`src/bit_serial_regs.vh`:
```
// Register offsets, field positions, reset values and timing counts
`ifndef BIT_SERIAL_REGS_VH
`define BIT_SERIAL_REGS_VH
// ----------------------------------------
// Register offsets
// ----------------------------------------
`define ADDR_CONTROL 3'h0
`define ADDR_DATA 3'h1
`define ADDR_CONFIG 3'h2
`define ADDR_IRQ_EN_A 3'h3
`define ADDR_IRQ_EN_B 3'h4
`define ADDR_PRIO_LOW 3'h5
`define ADDR_PRIO_HIGH 3'h6
// ----------------------------------------
// Control register, read view
// ----------------------------------------
`define CTL_RX_BIT 7
`define CTL_SERVICE 6
`define CTL_BIT_READY 5
`define CTL_ARB_LOST 4
`define CTL_START 3
`define CTL_STOP 2
`define CTL_MASTER 1
// ----------------------------------------
// Control register, write view
// ----------------------------------------
`define CTL_CLR_TX_ACT 7
`define CTL_IDLE 6
`define CTL_CLR_BIT_READY 5
`define CTL_CLR_ARB 4
`define CTL_CLR_START 3
`define CTL_CLR_STOP 2
`define CTL_SEND_RSTART 1
`define CTL_SEND_STOP 0
// ----------------------------------------
// Data, config, enable and priority fields
// ----------------------------------------
`define DATA_TX_BIT 7
`define CFG_MASTER_REQ 6
`define CFG_TIMER_RUN 5
`define CFG_TIMEOUT 4
`define CFG_PRESCALE_HI 1
`define CFG_PRESCALE_LO 0
`define IRQ_A_GLOBAL 7
`define IRQ_B_SERIAL 0
`define IRQ_B_TIMER 7
`define PRIO_TIMER 7
// ----------------------------------------
// Reset values and timer counts
// ----------------------------------------
`define CONFIG_RESET 8'h00
`define TIMER_MIN_MARK 10'h008
`define TIMER_TOP 10'h3ff
`define MIN_COUNT_SEL0 4'h7
`define MIN_COUNT_SEL1 4'h6
`define MIN_COUNT_SEL2 4'h5
`define MIN_COUNT_SEL3 4'h4
`endif

```
`src/pin_sync.v`:
```
// Two-stage synchroniser for asynchronous pin inputs
module pin_sync #(
    parameter WIDTH = 2
) (
    input wire ref_clk,
    input wire rst_n,
    input wire [WIDTH-1:0] async_in,
    input wire [WIDTH-1:0] reset_val,
    output wire [WIDTH-1:0] sync_out
);
    reg [WIDTH-1:0] meta_ff;
    reg [WIDTH-1:0] sync_ff;
    always @(posedge ref_clk or negedge rst_n)
    begin
        if (!rst_n)
        begin
            meta_ff <= {WIDTH{1'b1}};
            sync_ff <= {WIDTH{1'b1}};
        end
        else
        begin
            meta_ff <= async_in;
            sync_ff <= meta_ff;
        end
    end
    assign sync_out = sync_ff;
endmodule

```
`src/bit_serial_if.v`:
```
// Single-bit two-wire serial interface with bus timing counter
// Notes on behaviour
// - Timer low three bits time the minimum SCL, start and stop spans
// - Timer runs on CPU clock; preload chosen by two-bit prescale field
// - Full ten-bit timer measures SCL idle span; each SCL edge reloads it
// - Long-span count runs only inside a frame, after a start
// - Carry comes 1020 to 1023 cycles after the last SCL change
// - Carry resets the interface, releases SCL, raises timer interrupt
// - Timer runs and resets interface only while timer-run bit set
// - Serial enable at bit 0, timer enable at bit 7 of enable reg B
// - Timer interrupt priority from high and low priority bits
// - Serial interrupt when global and serial enables and service flag set
// - Each SCL rising edge samples SDA into received bit
// - Data register reads received bit on top; reading clears bit-ready
// - Service flag is OR of bit-ready, arb-lost, start and stop flags
// - Bit-ready set on SCL rise unless idle slave; software clears it
// - SCL held low after bit-ready until software clears it
// - Low phase still lasts the minimum low time on fast response
// - Each SCL edge preloads timer with 8 minus cycle count
// - SDA driven low by start generation or by a zero transmit bit while transmit-active, set by data or start/stop
// - Transmit bit reaches SDA only while SCL is low
// - SCL stays stretched while any service flag remains set
`include "bit_serial_regs.vh"
module bit_serial_if (
    input wire ref_clk,
    input wire rst_n,
    input wire [2:0] reg_addr,
    input wire [7:0] reg_wdata,
    input wire reg_wr,
    input wire reg_rd,
    output wire [7:0] reg_rdata,
    input wire scl_in,
    output wire scl_out,
    output wire scl_oe,
    input wire sda_in,
    output wire sda_out,
    output wire sda_oe,
    output wire serial_irq,
    output wire bus_timer_irq,
    output wire [1:0] bus_timer_prio
);
    // ----------------------------------------
    // State and registers
    // ----------------------------------------
    reg [7:0] rdata_ff;
    reg [7:0] config_ff;
    reg global_irq_enable_ff;
    reg serial_irq_enable_ff;
    reg bus_timer_irq_enable_ff;
    reg bus_timer_prio_low_ff;
    reg bus_timer_prio_high_ff;
    reg received_bit_ff;
    reg bit_ready_flag_ff;
    reg arbitration_lost_flag_ff;
    reg start_seen_flag_ff;
    reg stop_seen_flag_ff;
    reg tx_active_ff;
    reg transmit_bit_ff;
    reg master_ff;
    reg idle_ff;
    reg in_frame_ff;
    reg rstart_pend_ff;
    reg stop_pend_ff;
    reg [9:0] timer_ff;
    reg scl_oe_ff;
    reg sda_oe_ff;
    reg scl_q_ff;
    reg sda_q_ff;
    reg serial_irq_ff;
    reg bus_timer_irq_ff;
    reg line_low_ff;
    wire [1:0] pins_s;
    wire scl_s;
    wire sda_s;
    wire scl_rise;
    wire scl_edge;
    wire start_det;
    wire stop_det;
    wire min_ok;
    wire timer_run;
    wire timeout;
    wire attn;
    wire wr_ctl;
    wire wr_data;
    wire wr_cfg;
    wire rd_data;
    wire not_idle;
    wire arb_loss;
    wire auto_start;
    wire start_go;
    wire stop_go;
    // ----------------------------------------
    // Helpers
    // ----------------------------------------
    function [9:0] preload;
        input [1:0] sel;
        reg [3:0] cnt;
        begin
            case (sel)
                2'h0: cnt = `MIN_COUNT_SEL0;
                2'h1: cnt = `MIN_COUNT_SEL1;
                2'h2: cnt = `MIN_COUNT_SEL2;
                default: cnt = `MIN_COUNT_SEL3;
            endcase
            preload = `TIMER_MIN_MARK - {6'h00, cnt};
        end
    endfunction
    // ----------------------------------------
    // Pin synchronisation and edge detection
    // ----------------------------------------
    pin_sync #(
        .WIDTH(2)
    ) u_pin_sync (
        .ref_clk(ref_clk),
        .rst_n(rst_n),
        .async_in({scl_in, sda_in}),
        .reset_val(2'h3),
        .sync_out(pins_s)
    );
    assign scl_s = pins_s[1];
    assign sda_s = pins_s[0];
    assign scl_rise = scl_s & ~scl_q_ff;
    assign scl_edge = scl_s ^ scl_q_ff;
    assign start_det = scl_s & scl_q_ff & sda_q_ff & ~sda_s;
    assign stop_det = scl_s & scl_q_ff & ~sda_q_ff & sda_s;
    // ----------------------------------------
    // Decode and combined terms
    // ----------------------------------------
    assign wr_ctl = reg_wr & (reg_addr == `ADDR_CONTROL);
    assign wr_data = reg_wr & (reg_addr == `ADDR_DATA);
    assign wr_cfg = reg_wr & (reg_addr == `ADDR_CONFIG);
    assign rd_data = reg_rd & (reg_addr == `ADDR_DATA);
    assign attn = bit_ready_flag_ff | arbitration_lost_flag_ff |
        start_seen_flag_ff | stop_seen_flag_ff;
    assign not_idle = ~idle_ff | master_ff;
    assign min_ok = |timer_ff[9:3];
    assign timer_run = config_ff[`CFG_TIMER_RUN];
    assign timeout = timer_run & in_frame_ff &
        (timer_ff == `TIMER_TOP);
    assign arb_loss = tx_active_ff & transmit_bit_ff & scl_rise & ~sda_s;
    assign auto_start = config_ff[`CFG_MASTER_REQ] & ~in_frame_ff &
        ~master_ff & sda_s;
    assign start_go = scl_s & min_ok & ~sda_oe_ff & ~timeout &
        (rstart_pend_ff | auto_start);
    assign stop_go = scl_s & min_ok & stop_pend_ff & ~timeout;
    // ----------------------------------------
    // Bus timing counter
    // ----------------------------------------
    always @(posedge ref_clk or negedge rst_n)
    begin
        if (!rst_n)
            timer_ff <= 10'h000;
        else if (!timer_run)
            timer_ff <= 10'h000;
        else if (scl_edge | start_det | stop_det)
            timer_ff <= preload(config_ff[1:0]);
        else if (timeout)
            timer_ff <= preload(config_ff[1:0]);
        else if (in_frame_ff | ~min_ok)
            timer_ff <= timer_ff + 10'h001;
    end
    // ----------------------------------------
    // Software registers
    // ----------------------------------------
    always @(posedge ref_clk or negedge rst_n)
    begin
        if (!rst_n)
        begin
            config_ff <= `CONFIG_RESET;
            global_irq_enable_ff <= 1'b0;
            serial_irq_enable_ff <= 1'b0;
            bus_timer_irq_enable_ff <= 1'b0;
            bus_timer_prio_low_ff <= 1'b0;
            bus_timer_prio_high_ff <= 1'b0;
        end
        else
        begin
            if (wr_cfg)
            begin
                config_ff[7:5] <= reg_wdata[7:5];
                config_ff[3:0] <= reg_wdata[3:0];
            end
            if (timeout)
                config_ff[`CFG_TIMEOUT] <= 1'b1;
            else if (wr_cfg & reg_wdata[`CFG_TIMEOUT])
                config_ff[`CFG_TIMEOUT] <= 1'b0;
            if (reg_wr & (reg_addr == `ADDR_IRQ_EN_A))
                global_irq_enable_ff <= reg_wdata[`IRQ_A_GLOBAL];
            if (reg_wr & (reg_addr == `ADDR_IRQ_EN_B))
            begin
                serial_irq_enable_ff <= reg_wdata[`IRQ_B_SERIAL];
                bus_timer_irq_enable_ff <= reg_wdata[`IRQ_B_TIMER];
            end
            if (reg_wr & (reg_addr == `ADDR_PRIO_LOW))
                bus_timer_prio_low_ff <= reg_wdata[`PRIO_TIMER];
            if (reg_wr & (reg_addr == `ADDR_PRIO_HIGH))
                bus_timer_prio_high_ff <= reg_wdata[`PRIO_TIMER];
        end
    end
    // ----------------------------------------
    // Service flags and receive path
    // ----------------------------------------
    always @(posedge ref_clk or negedge rst_n)
    begin
        if (!rst_n)
        begin
            received_bit_ff <= 1'b0;
            bit_ready_flag_ff <= 1'b0;
            arbitration_lost_flag_ff <= 1'b0;
            start_seen_flag_ff <= 1'b0;
            stop_seen_flag_ff <= 1'b0;
            idle_ff <= 1'b1;
            in_frame_ff <= 1'b0;
        end
        else if (timeout)
        begin
            bit_ready_flag_ff <= 1'b0;
            arbitration_lost_flag_ff <= 1'b0;
            start_seen_flag_ff <= 1'b0;
            stop_seen_flag_ff <= 1'b0;
            idle_ff <= 1'b1;
            in_frame_ff <= 1'b0;
        end
        else
        begin
            if (scl_rise)
                received_bit_ff <= sda_s;
            if (scl_rise & not_idle)
                bit_ready_flag_ff <= 1'b1;
            else if (wr_data | rd_data |
                (wr_ctl & reg_wdata[`CTL_CLR_BIT_READY]))
                bit_ready_flag_ff <= 1'b0;
            if (arb_loss)
                arbitration_lost_flag_ff <= 1'b1;
            else if (wr_ctl & reg_wdata[`CTL_CLR_ARB])
                arbitration_lost_flag_ff <= 1'b0;
            if (start_det & not_idle)
                start_seen_flag_ff <= 1'b1;
            else if (wr_ctl & reg_wdata[`CTL_CLR_START])
                start_seen_flag_ff <= 1'b0;
            if (stop_det & not_idle)
                stop_seen_flag_ff <= 1'b1;
            else if (wr_ctl & reg_wdata[`CTL_CLR_STOP])
                stop_seen_flag_ff <= 1'b0;
            if (start_det)
                idle_ff <= 1'b0;
            else if (wr_ctl & reg_wdata[`CTL_IDLE])
                idle_ff <= 1'b1;
            if (start_det)
                in_frame_ff <= 1'b1;
            else if (stop_det)
                in_frame_ff <= 1'b0;
        end
    end
    // ----------------------------------------
    // Transmit state and master role
    // ----------------------------------------
    always @(posedge ref_clk or negedge rst_n)
    begin
        if (!rst_n)
        begin
            tx_active_ff <= 1'b0;
            transmit_bit_ff <= 1'b1;
            master_ff <= 1'b0;
            rstart_pend_ff <= 1'b0;
            stop_pend_ff <= 1'b0;
        end
        else if (timeout | arb_loss)
        begin
            tx_active_ff <= 1'b0;
            master_ff <= 1'b0;
            rstart_pend_ff <= 1'b0;
            stop_pend_ff <= 1'b0;
        end
        else
        begin
            if (wr_ctl & reg_wdata[`CTL_SEND_RSTART])
            begin
                tx_active_ff <= 1'b1;
                transmit_bit_ff <= 1'b1;
                rstart_pend_ff <= 1'b1;
            end
            else if (wr_ctl & reg_wdata[`CTL_SEND_STOP])
            begin
                tx_active_ff <= 1'b1;
                transmit_bit_ff <= 1'b0;
                stop_pend_ff <= 1'b1;
            end
            else if (wr_data)
            begin
                tx_active_ff <= 1'b1;
                transmit_bit_ff <= reg_wdata[`DATA_TX_BIT];
            end
            else if (rd_data | (wr_ctl & reg_wdata[`CTL_CLR_TX_ACT]))
                tx_active_ff <= 1'b0;
            if (start_go)
                rstart_pend_ff <= 1'b0;
            if (stop_go)
                stop_pend_ff <= 1'b0;
            if (start_go & auto_start & ~rstart_pend_ff)
                master_ff <= 1'b1;
            else if (stop_det)
                master_ff <= 1'b0;
        end
    end
    // ----------------------------------------
    // Line drivers, open drain
    // ----------------------------------------
    always @(posedge ref_clk or negedge rst_n)
    begin
        if (!rst_n)
        begin
            scl_q_ff <= 1'b1;
            sda_q_ff <= 1'b1;
            scl_oe_ff <= 1'b0;
            sda_oe_ff <= 1'b0;
            line_low_ff <= 1'b0;
        end
        else
        begin
            scl_q_ff <= scl_s;
            sda_q_ff <= sda_s;
            line_low_ff <= 1'b0;
            if (timeout)
                scl_oe_ff <= 1'b0;
            else if (scl_oe_ff)
                scl_oe_ff <= attn | ~min_ok | scl_s | scl_q_ff;
            else if (~scl_s & ~scl_q_ff & attn)
                scl_oe_ff <= 1'b1;
            else if (master_ff & scl_s & min_ok &
                ~rstart_pend_ff & ~stop_pend_ff)
                scl_oe_ff <= 1'b1;
            if (timeout | arb_loss)
                sda_oe_ff <= 1'b0;
            else if (start_go)
                sda_oe_ff <= 1'b1;
            else if (stop_go)
                sda_oe_ff <= 1'b0;
            else if (~scl_s)
                sda_oe_ff <= tx_active_ff & ~transmit_bit_ff;
        end
    end
    // ----------------------------------------
    // Read data and interrupt requests
    // ----------------------------------------
    always @(posedge ref_clk or negedge rst_n)
    begin
        if (!rst_n)
        begin
            rdata_ff <= 8'h00;
            serial_irq_ff <= 1'b0;
            bus_timer_irq_ff <= 1'b0;
        end
        else
        begin
            serial_irq_ff <= global_irq_enable_ff & serial_irq_enable_ff &
                attn;
            bus_timer_irq_ff <= global_irq_enable_ff &
                bus_timer_irq_enable_ff & config_ff[`CFG_TIMEOUT];
            if (!reg_rd)
                rdata_ff <= 8'h00;
            else
            begin
                case (reg_addr)
                    `ADDR_CONTROL: rdata_ff <= {received_bit_ff, attn,
                        bit_ready_flag_ff, arbitration_lost_flag_ff,
                        start_seen_flag_ff, stop_seen_flag_ff,
                        master_ff, 1'b0};
                    `ADDR_DATA: rdata_ff <= {received_bit_ff, 7'h00};
                    `ADDR_CONFIG: rdata_ff <= config_ff;
                    `ADDR_IRQ_EN_A: rdata_ff <= {global_irq_enable_ff, 7'h00};
                    `ADDR_IRQ_EN_B: rdata_ff <= {bus_timer_irq_enable_ff,
                        6'h00, serial_irq_enable_ff};
                    `ADDR_PRIO_LOW: rdata_ff <= {bus_timer_prio_low_ff, 7'h00};
                    `ADDR_PRIO_HIGH: rdata_ff <= {bus_timer_prio_high_ff, 7'h00};
                    default: rdata_ff <= 8'h00;
                endcase
            end
        end
    end
    assign reg_rdata = rdata_ff;
    assign scl_out = line_low_ff;
    assign sda_out = line_low_ff;
    assign scl_oe = scl_oe_ff;
    assign sda_oe = sda_oe_ff;
    assign serial_irq = serial_irq_ff;
    assign bus_timer_irq = bus_timer_irq_ff;
    assign bus_timer_prio = {bus_timer_prio_high_ff, bus_timer_prio_low_ff};
endmodule

```
`config.mk`:
```
export PLATFORM = sky130hd
export DESIGN_NAME = bit_serial_if
export DESIGN_NICKNAME = d
export VERILOG_FILES = /design/src/pin_sync.v /design/src/bit_serial_if.v
export VERILOG_INCLUDE_DIRS = /design/src
export SDC_FILE = /design/constraint.sdc
export NUM_CORES = 1
export LEC_CHECK = 0
export BUFFER_PORTS_ARGS = -buffer_cell sky130_fd_sc_hd__clkbuf_2
export CORE_AREA = 8 8 112 63
export CTS_BUF_LIST = sky130_fd_sc_hd__clkbuf_16
export DETAILED_ROUTE_END_ITERATION = 6
export DIE_AREA = 0 0 120 71
export PLACE_DENSITY = 0.72
export SYNTH_ARGS = -nofsm -noshare
export SYNTH_HDL_FRONTEND = slang
export SYNTH_SLANG_ARGS = --single-unit
```
`constraint.sdc`:
```
create_clock -name ref_clk -period 3.16 [get_ports ref_clk]
set_input_delay 0.632 -clock ref_clk [delete_from_list [all_inputs] [get_ports ref_clk]]
set_output_delay 0.632 -clock ref_clk [all_outputs]
set_load 0.03 [all_outputs]
```
# --- Word-level counts from Yosys, hierarchy flattened ---
# Index checks and enable logic that the tools add are counted.
word_totals:
  out_inout_bits: 16
  latch_bits: 0
  mem_count: 0
  reg_bits: 53
  ramBits: 0
  input_bits: 17
  rom_bits: 0
  wordCells: 202
classes:
  magnitude_cmp: 0
  add_sub_neg: 3
  multipliers: 0
  reduce_logical: 18
  n_eq_ne: 12
  shift: 0
  n_mux: 57
  bitwise: 83
  div_mod_pow: 0
ops:
  columns: ["operator", "count"]
  rows:
  - ["$pmux W8 S7", 1]
  - ["$and A1 B1 Y1", 53]
  - ["$mux W1", 45]
  - ["$mux W10", 4]
  - ["$reduce_bool A3 Y1", 10]
  - ["$mux W4", 5]
  - ["$or A1 B1 Y1", 15]
  - ["$not A1 Y1", 14]
  - ["$add A10 B1 Y10 const B", 1]
  - ["$eq A10 B10 Y1 const B", 1]
  - ["$sub A4 B4 Y5 const A", 2]
  - ["$eq A3 B3 Y1 const B", 3]
  - ["$mux W8", 1]
  - ["$reduce_or A7 Y1", 1]
  - ["$eq A3 B2 Y1 const B", 2]
  - ["$pmux W2 S3", 1]
  - ["$reduce_and A2 Y1", 3]
  - ["$reduce_bool A5 Y1", 1]
  - ["$ne A4 B1 Y1 const B", 1]
  - ["$ne A4 B4 Y1 const B", 1]
  - ["$eq A3 B1 Y1 const B", 1]
  - ["$logic_not A3 Y1", 1]
  - ["$ne A3 B3 Y1 const B", 1]
  - ["$eq A2 B1 Y1 const B", 1]
  - ["4 further kinds", 4]

# --- Logic depth before layout (Yosys ltp) ---
depth:
  depth_word: 11
  ltp_mapped: 7

# --- Cells and area by module ---
# Synthesis repeated with hierarchy kept, for this count alone.
unflattened:
  cells_unflattened: 254
  area_unflattened_um2: 2657.5
by_module_without_submodules:
  columns: ["module", "area_each_um2", "cells_each", "instances"]
  rows:
  - ["bit_serial_if", 2552.4, 250, 1]
  - ["pin_sync", 105.1, 4, 1]

# --- Least setup slack after synthesis ---
# Ideal clock, no wire load.
synth_path:
  path_kind: "input -> register"
  from: "in reg_addr[2]"
  to: "reg config_ff[2]"
  slack_ns: 1.351
  cell_stages: 4
  t_arrival_ns: 1.684
  path_buffers: 2
  setup_ns: 0.125
  cell_sequence: "buf_2 -> nor4bb_1 -> buf_2 -> mux2_2"
synth_between:
  elab_chain_cells: 2
synth_lines:
  columns: ["element", "line", "rtl"]
  rows:
  - ["from (decl)", "bit_serial_if.v:27", "input wire [2:0] reg_addr,"]
  - ["$eq A3 B2 Y1", null, null]
  - ["$and A1 B1 Y1", "bit_serial_if.v:131", "assign wr_cfg = reg_wr & (reg_addr == `ADDR_CONFIG);"]
  - ["to (signal assigned)", "bit_serial_if.v:169", "config_ff <= `CONFIG_RESET;"]
  - ["to (signal assigned)", "bit_serial_if.v:181", "config_ff[3:0] <= reg_wdata[3:0];"]
  - ["to (decl)", "bit_serial_if.v:46", "reg [7:0] config_ff;"]
# Every way passes these cells.
# A chain may end at the register's enable or synchronous reset.

# --- Worst setup path after layout ---
layout_path:
  from: "reg timer_ff[0]"
  to: "reg timer_ff[1]"
layout_between:
  elab_chain_cells: 5
  word_cells_on_any_way: 8
  classes_between: "add/sub (1); eq/ne (2); mux (4); bitwise (1)"
layout_lines:
  columns: ["element", "line", "rtl"]
  rows:
  - ["from (decl)", "bit_serial_if.v:64", "reg [9:0] timer_ff;"]
  - ["from (signal assigned)", "bit_serial_if.v:156", "timer_ff <= preload(config_ff[1:0]);"]
  - ["from (signal assigned)", "bit_serial_if.v:158", "timer_ff <= preload(config_ff[1:0]);"]
  - ["from (signal assigned)", "bit_serial_if.v:160", "timer_ff <= timer_ff + 10'h001;"]
  - ["$add A10 B1 Y10 or $eq A10 B10 Y1 (tied branches)", null, null]
  - ["$mux W10 or $and A1 B1 Y1 (tied branches)", "bit_serial_if.v:159, bit_serial_if.v:138", null]
  - ["$mux W10", "bit_serial_if.v:157", "else if (timeout)"]
  - ["$mux W10", "bit_serial_if.v:155", "else if (scl_edge | start_det | stop_det)"]
  - ["$mux W10", "bit_serial_if.v:153", "else if (!timer_run)"]
# Several ways; a longest one is shown, not always the timed one. The select of a mux whose other input is x is not followed.

==> metrics.md <==
| Metric | Value |
|---|---|
| Setup Skew | 0.00288 ns |
| NumNets Final | 301 |
| Number of flops mapped to enable cells by yosys | 0 |
| Worst Tran Pin Value | 0.728 ns |
| Pwr Density | 578 nW/um^2 |
| Setup repair bufs after CTS | 0 |
| Initial Util | 0.462 |
| Slew Viols, Final | 0 |
| # clock sinks | 53 |
| Clock Path Buffers | 2 |
| Startpoint types | flop |
| Mapped cell area | approximately 2600 sq um |
| Wire length per cell | 16.3 um |
| Post-Place Cells | 346 |
| Gate Count Post-Synth | 247 |
| Crit path buf inv count | 0 |
| Total power | 0.00170 W |
| Initial antenna violation count | 0 |
| Crit path kind | reg -> reg |
| Clock latency on the worst-skew pair | 0.29 ns |
| R2R Setup Slk | 1.24 ns |
| Gr usage total | 0.138 |
| Top delay family on crit path | simple AND/OR/NAND/NOR gates |
| Worst r2r src | timer_ff[0]$_DFFE_PN0P_ |
| # H-tree levels | 2 |
| Largest net degree at the start of global routing | 23 |
| Crit path max fanout | 7 |
| CP required | ~3.3 ns |
| Unrepaired setup endpoints after global routing | false |
| Netlist cell types | 51 |
| Area leader, netlist | dfrtp_1 |
| Critical-path top delay cell | or3_1 |
| Std-Cell Rows | 20 |
| Setup Viol. Count Final | 0 |
| Leakage | 1.33 nW |
| Global-route wire length before repair | about 9.5 mm |
| Reg power frac | 0.513 |
| Vias in the first global route | 1866 |
| Routed vias | 1929 |
| DRC | 0 |
| Clock root cell | clkbuf_16 |
| Post-route setup TNS | 0 ns |
| Clock power share | 0.305 |
| Die Height | 71 um |
| Hold Path Class | in -> async |
| Ys async rst share | 1.00 |
| Top cells by area, synth | dfrtp_1 43%, dfstp_2 8.1%, mux2_2 4.3%, nand2_1 3.9%, ha_1 3.9% |
| Sw frac | 0.299 |
| Post-Layout Cell Count | 354 |
| Routed vias/inst | 5.45 |
| Reg clk slew, reported paths | about 0.07 ns |
| Final-report hold violation count | 0 |
| Internal power | around 0.0012 W |
| Area delta synth->final | 13.1% |
| Most frequent cell after synthesis | dfrtp_1 |
| Routability cong. | 0.853 |
| Share of the synthesized area in the top cell type | 0.433 |
| Post-CTS sizing | 0 |
| Worst vdd ir | around 0.24 mV |
| Final Cell Area | between 2000 and 3000 sq um |
| Die X | 120 um |
| Die area | 8520 sq um |
| Max incr delay on CP | 0.51 ns |
| Max Cap Viol | 0 |
| CTS tree | done |
| DR iter-0 viols | 116 |
| Sequential share of the synthesized area | 0.514 |
| Commonest cells post-synth | 45 x dfrtp_1, 27 x nand2_1, 26 x nor2_1, 15 x a21oi_1, 10 x mux2_2 |
| Avg Cell Area, Syn | 10.5 sq um |
| CP Cell Sequence | ha_1 > nand4_2 > or3_1 > nand2_4 > mux2i_1 > o21ai_2 |
| Core area | 5630 sq um |
| Max-slew headroom | 0.508 |
| Main synth FF type | dfrtp_1 |
| Top Ports | 33 |
| Logic gate share of total power | 0.182 |
| CTS buffer count | 5 |
| Synthesis warning total | 0 |
| Final worst-path cycle share | 0.609 |
| Worst R2R Path Depth | 6 |
| CP Capture Type | flop |
| N_diodes | 0 |
| Crit path DAT | ~2.1 ns |
| Placed instance area | about 2800 sq um |
| Status | finished clean |
| Drt total wl | 5.75 mm |
| Drt pass-1 iters | 4 |
| Switching pwr | between 0.0005 and 0.0006 W |
| Synth Register Bits | 53 |
| RR Endpoint | timer_ff[1]$_DFFE_PN0P_ |
| Fmax | 520 MHz |
| Post-route ant nets | 0 |
| Final min period | 1.92 ns |
| I/O Buffers | 30 |
| Hold-fix buffer count after cts | 0 |
| Hold_ws | 0.317 ns |
| Layout cell share with drive strength beyond 1 | 0.253 |
| Total congestion overflow | 0 |
| DP HPWL | about 4.4 mm |
worst max-delay path by stage:
stage / startpoint / endpoint / slack [ns] / cells after the start
global route: timer_ff[0]$_DFFE_PN0P_ / timer_ff[1]$_DFFE_PN0P_ / 1.12 / 6
CTS: timer_ff[0]$_DFFE_PN0P_ / timer_ff[1]$_DFFE_PN0P_ / 1.24 / 6
floorplan: reg_addr[2] / config_ff[2]$_DFFE_PN0P_ / 1.35 / 4
detailed placement: reg_addr[1] / transmit_bit_ff$_DFFE_PN1P_ / 1.15 / 5
finish: timer_ff[0]$_DFFE_PN0P_ / timer_ff[1]$_DFFE_PN0P_ / 1.24 / 6
global placement: reg_addr[1] / stop_pend_ff$_DFFE_PN0P_ / 1.21 / 6
state kept, by name, indices dropped and copies added, names as in the netlist, 2 cells and up:
signal	cells
u_pin_sync.meta_ff	2
reg_rdata	8
config_ff	8
u_pin_sync.sync_out	2
timer_ff	10
cell usage in the layout, fill, tap and decap left out, types with 4 or more instances in the layout:
cell,n
a21oi_1,15
a22oi_1,4
a32oi_1,4
and3_1,6
clkbuf_16,5
clkbuf_2,30
dfrtp_1,45
dfstp_2,8
ha_1,8
inv_1,9
mux2_2,10
mux2i_1,6
nand2_1,27
nand3_1,5
nand4_1,4
nor2_1,26
nor3_1,6
o21ai_0,9
xor2_1,6
per-layer routing:
layer  vias up  track usage  routed length (um)
li1        931            -                   -
met1       946        0.211                3030
met2        47        0.183                2350
met3         5       0.0389                 337
met4         0       0.0288                  41
met5         -            0                   0
logic make-up after synthesis:
group                      Yosys count  synth area share
AOI/OAI and AO/OA                   44             0.109
xor gates and xnor gates             7            0.0236
adders and majority gates            8            0.0385
buffers and inverters               19            0.0385
DFF                                 53             0.514
muxes                               16            0.0664
other                                1           0.00144
and+or+nand+nor                     99             0.208
through the flow:
stage | utilization | setup WS [ns]
3_3_place_gp | 0.498 | 1.21
6_report | 0.522 | 1.24
3_5_place_dp | 0.498 | 1.15
4_1_cts | 0.522 | 1.24
2_1_floorplan | - | 1.35
5_1_grt | 0.522 | 1.12
cell type report:
type	instances	area, sq um
Inverter	7	26.3
Sequential cell	53	1340
Clock inverter	3	11.3
Timing Repair Buffer	33	173
Multi-Input combinational cell	176	1170
Fill cell	507	2690
Tap cell	77	96.3
Clock buffer	5	125
power groups by stage:
stage / clock (W) / sequential, W / combinational, W
4_1_cts: 0.000531 / 0.000871 / 0.000310
2_1_floorplan: 0 / 0.000876 / 0.000208
3_3_place_gp: 0 / 0.000880 / 0.000299
6_report: 0.000519 / 0.000872 / 0.000309
5_1_grt: 0.000557 / 0.000887 / 0.000341
3_5_place_dp: 0 / 0.000883 / 0.000308
Note: power is estimated with default switching activity, not from simulation.
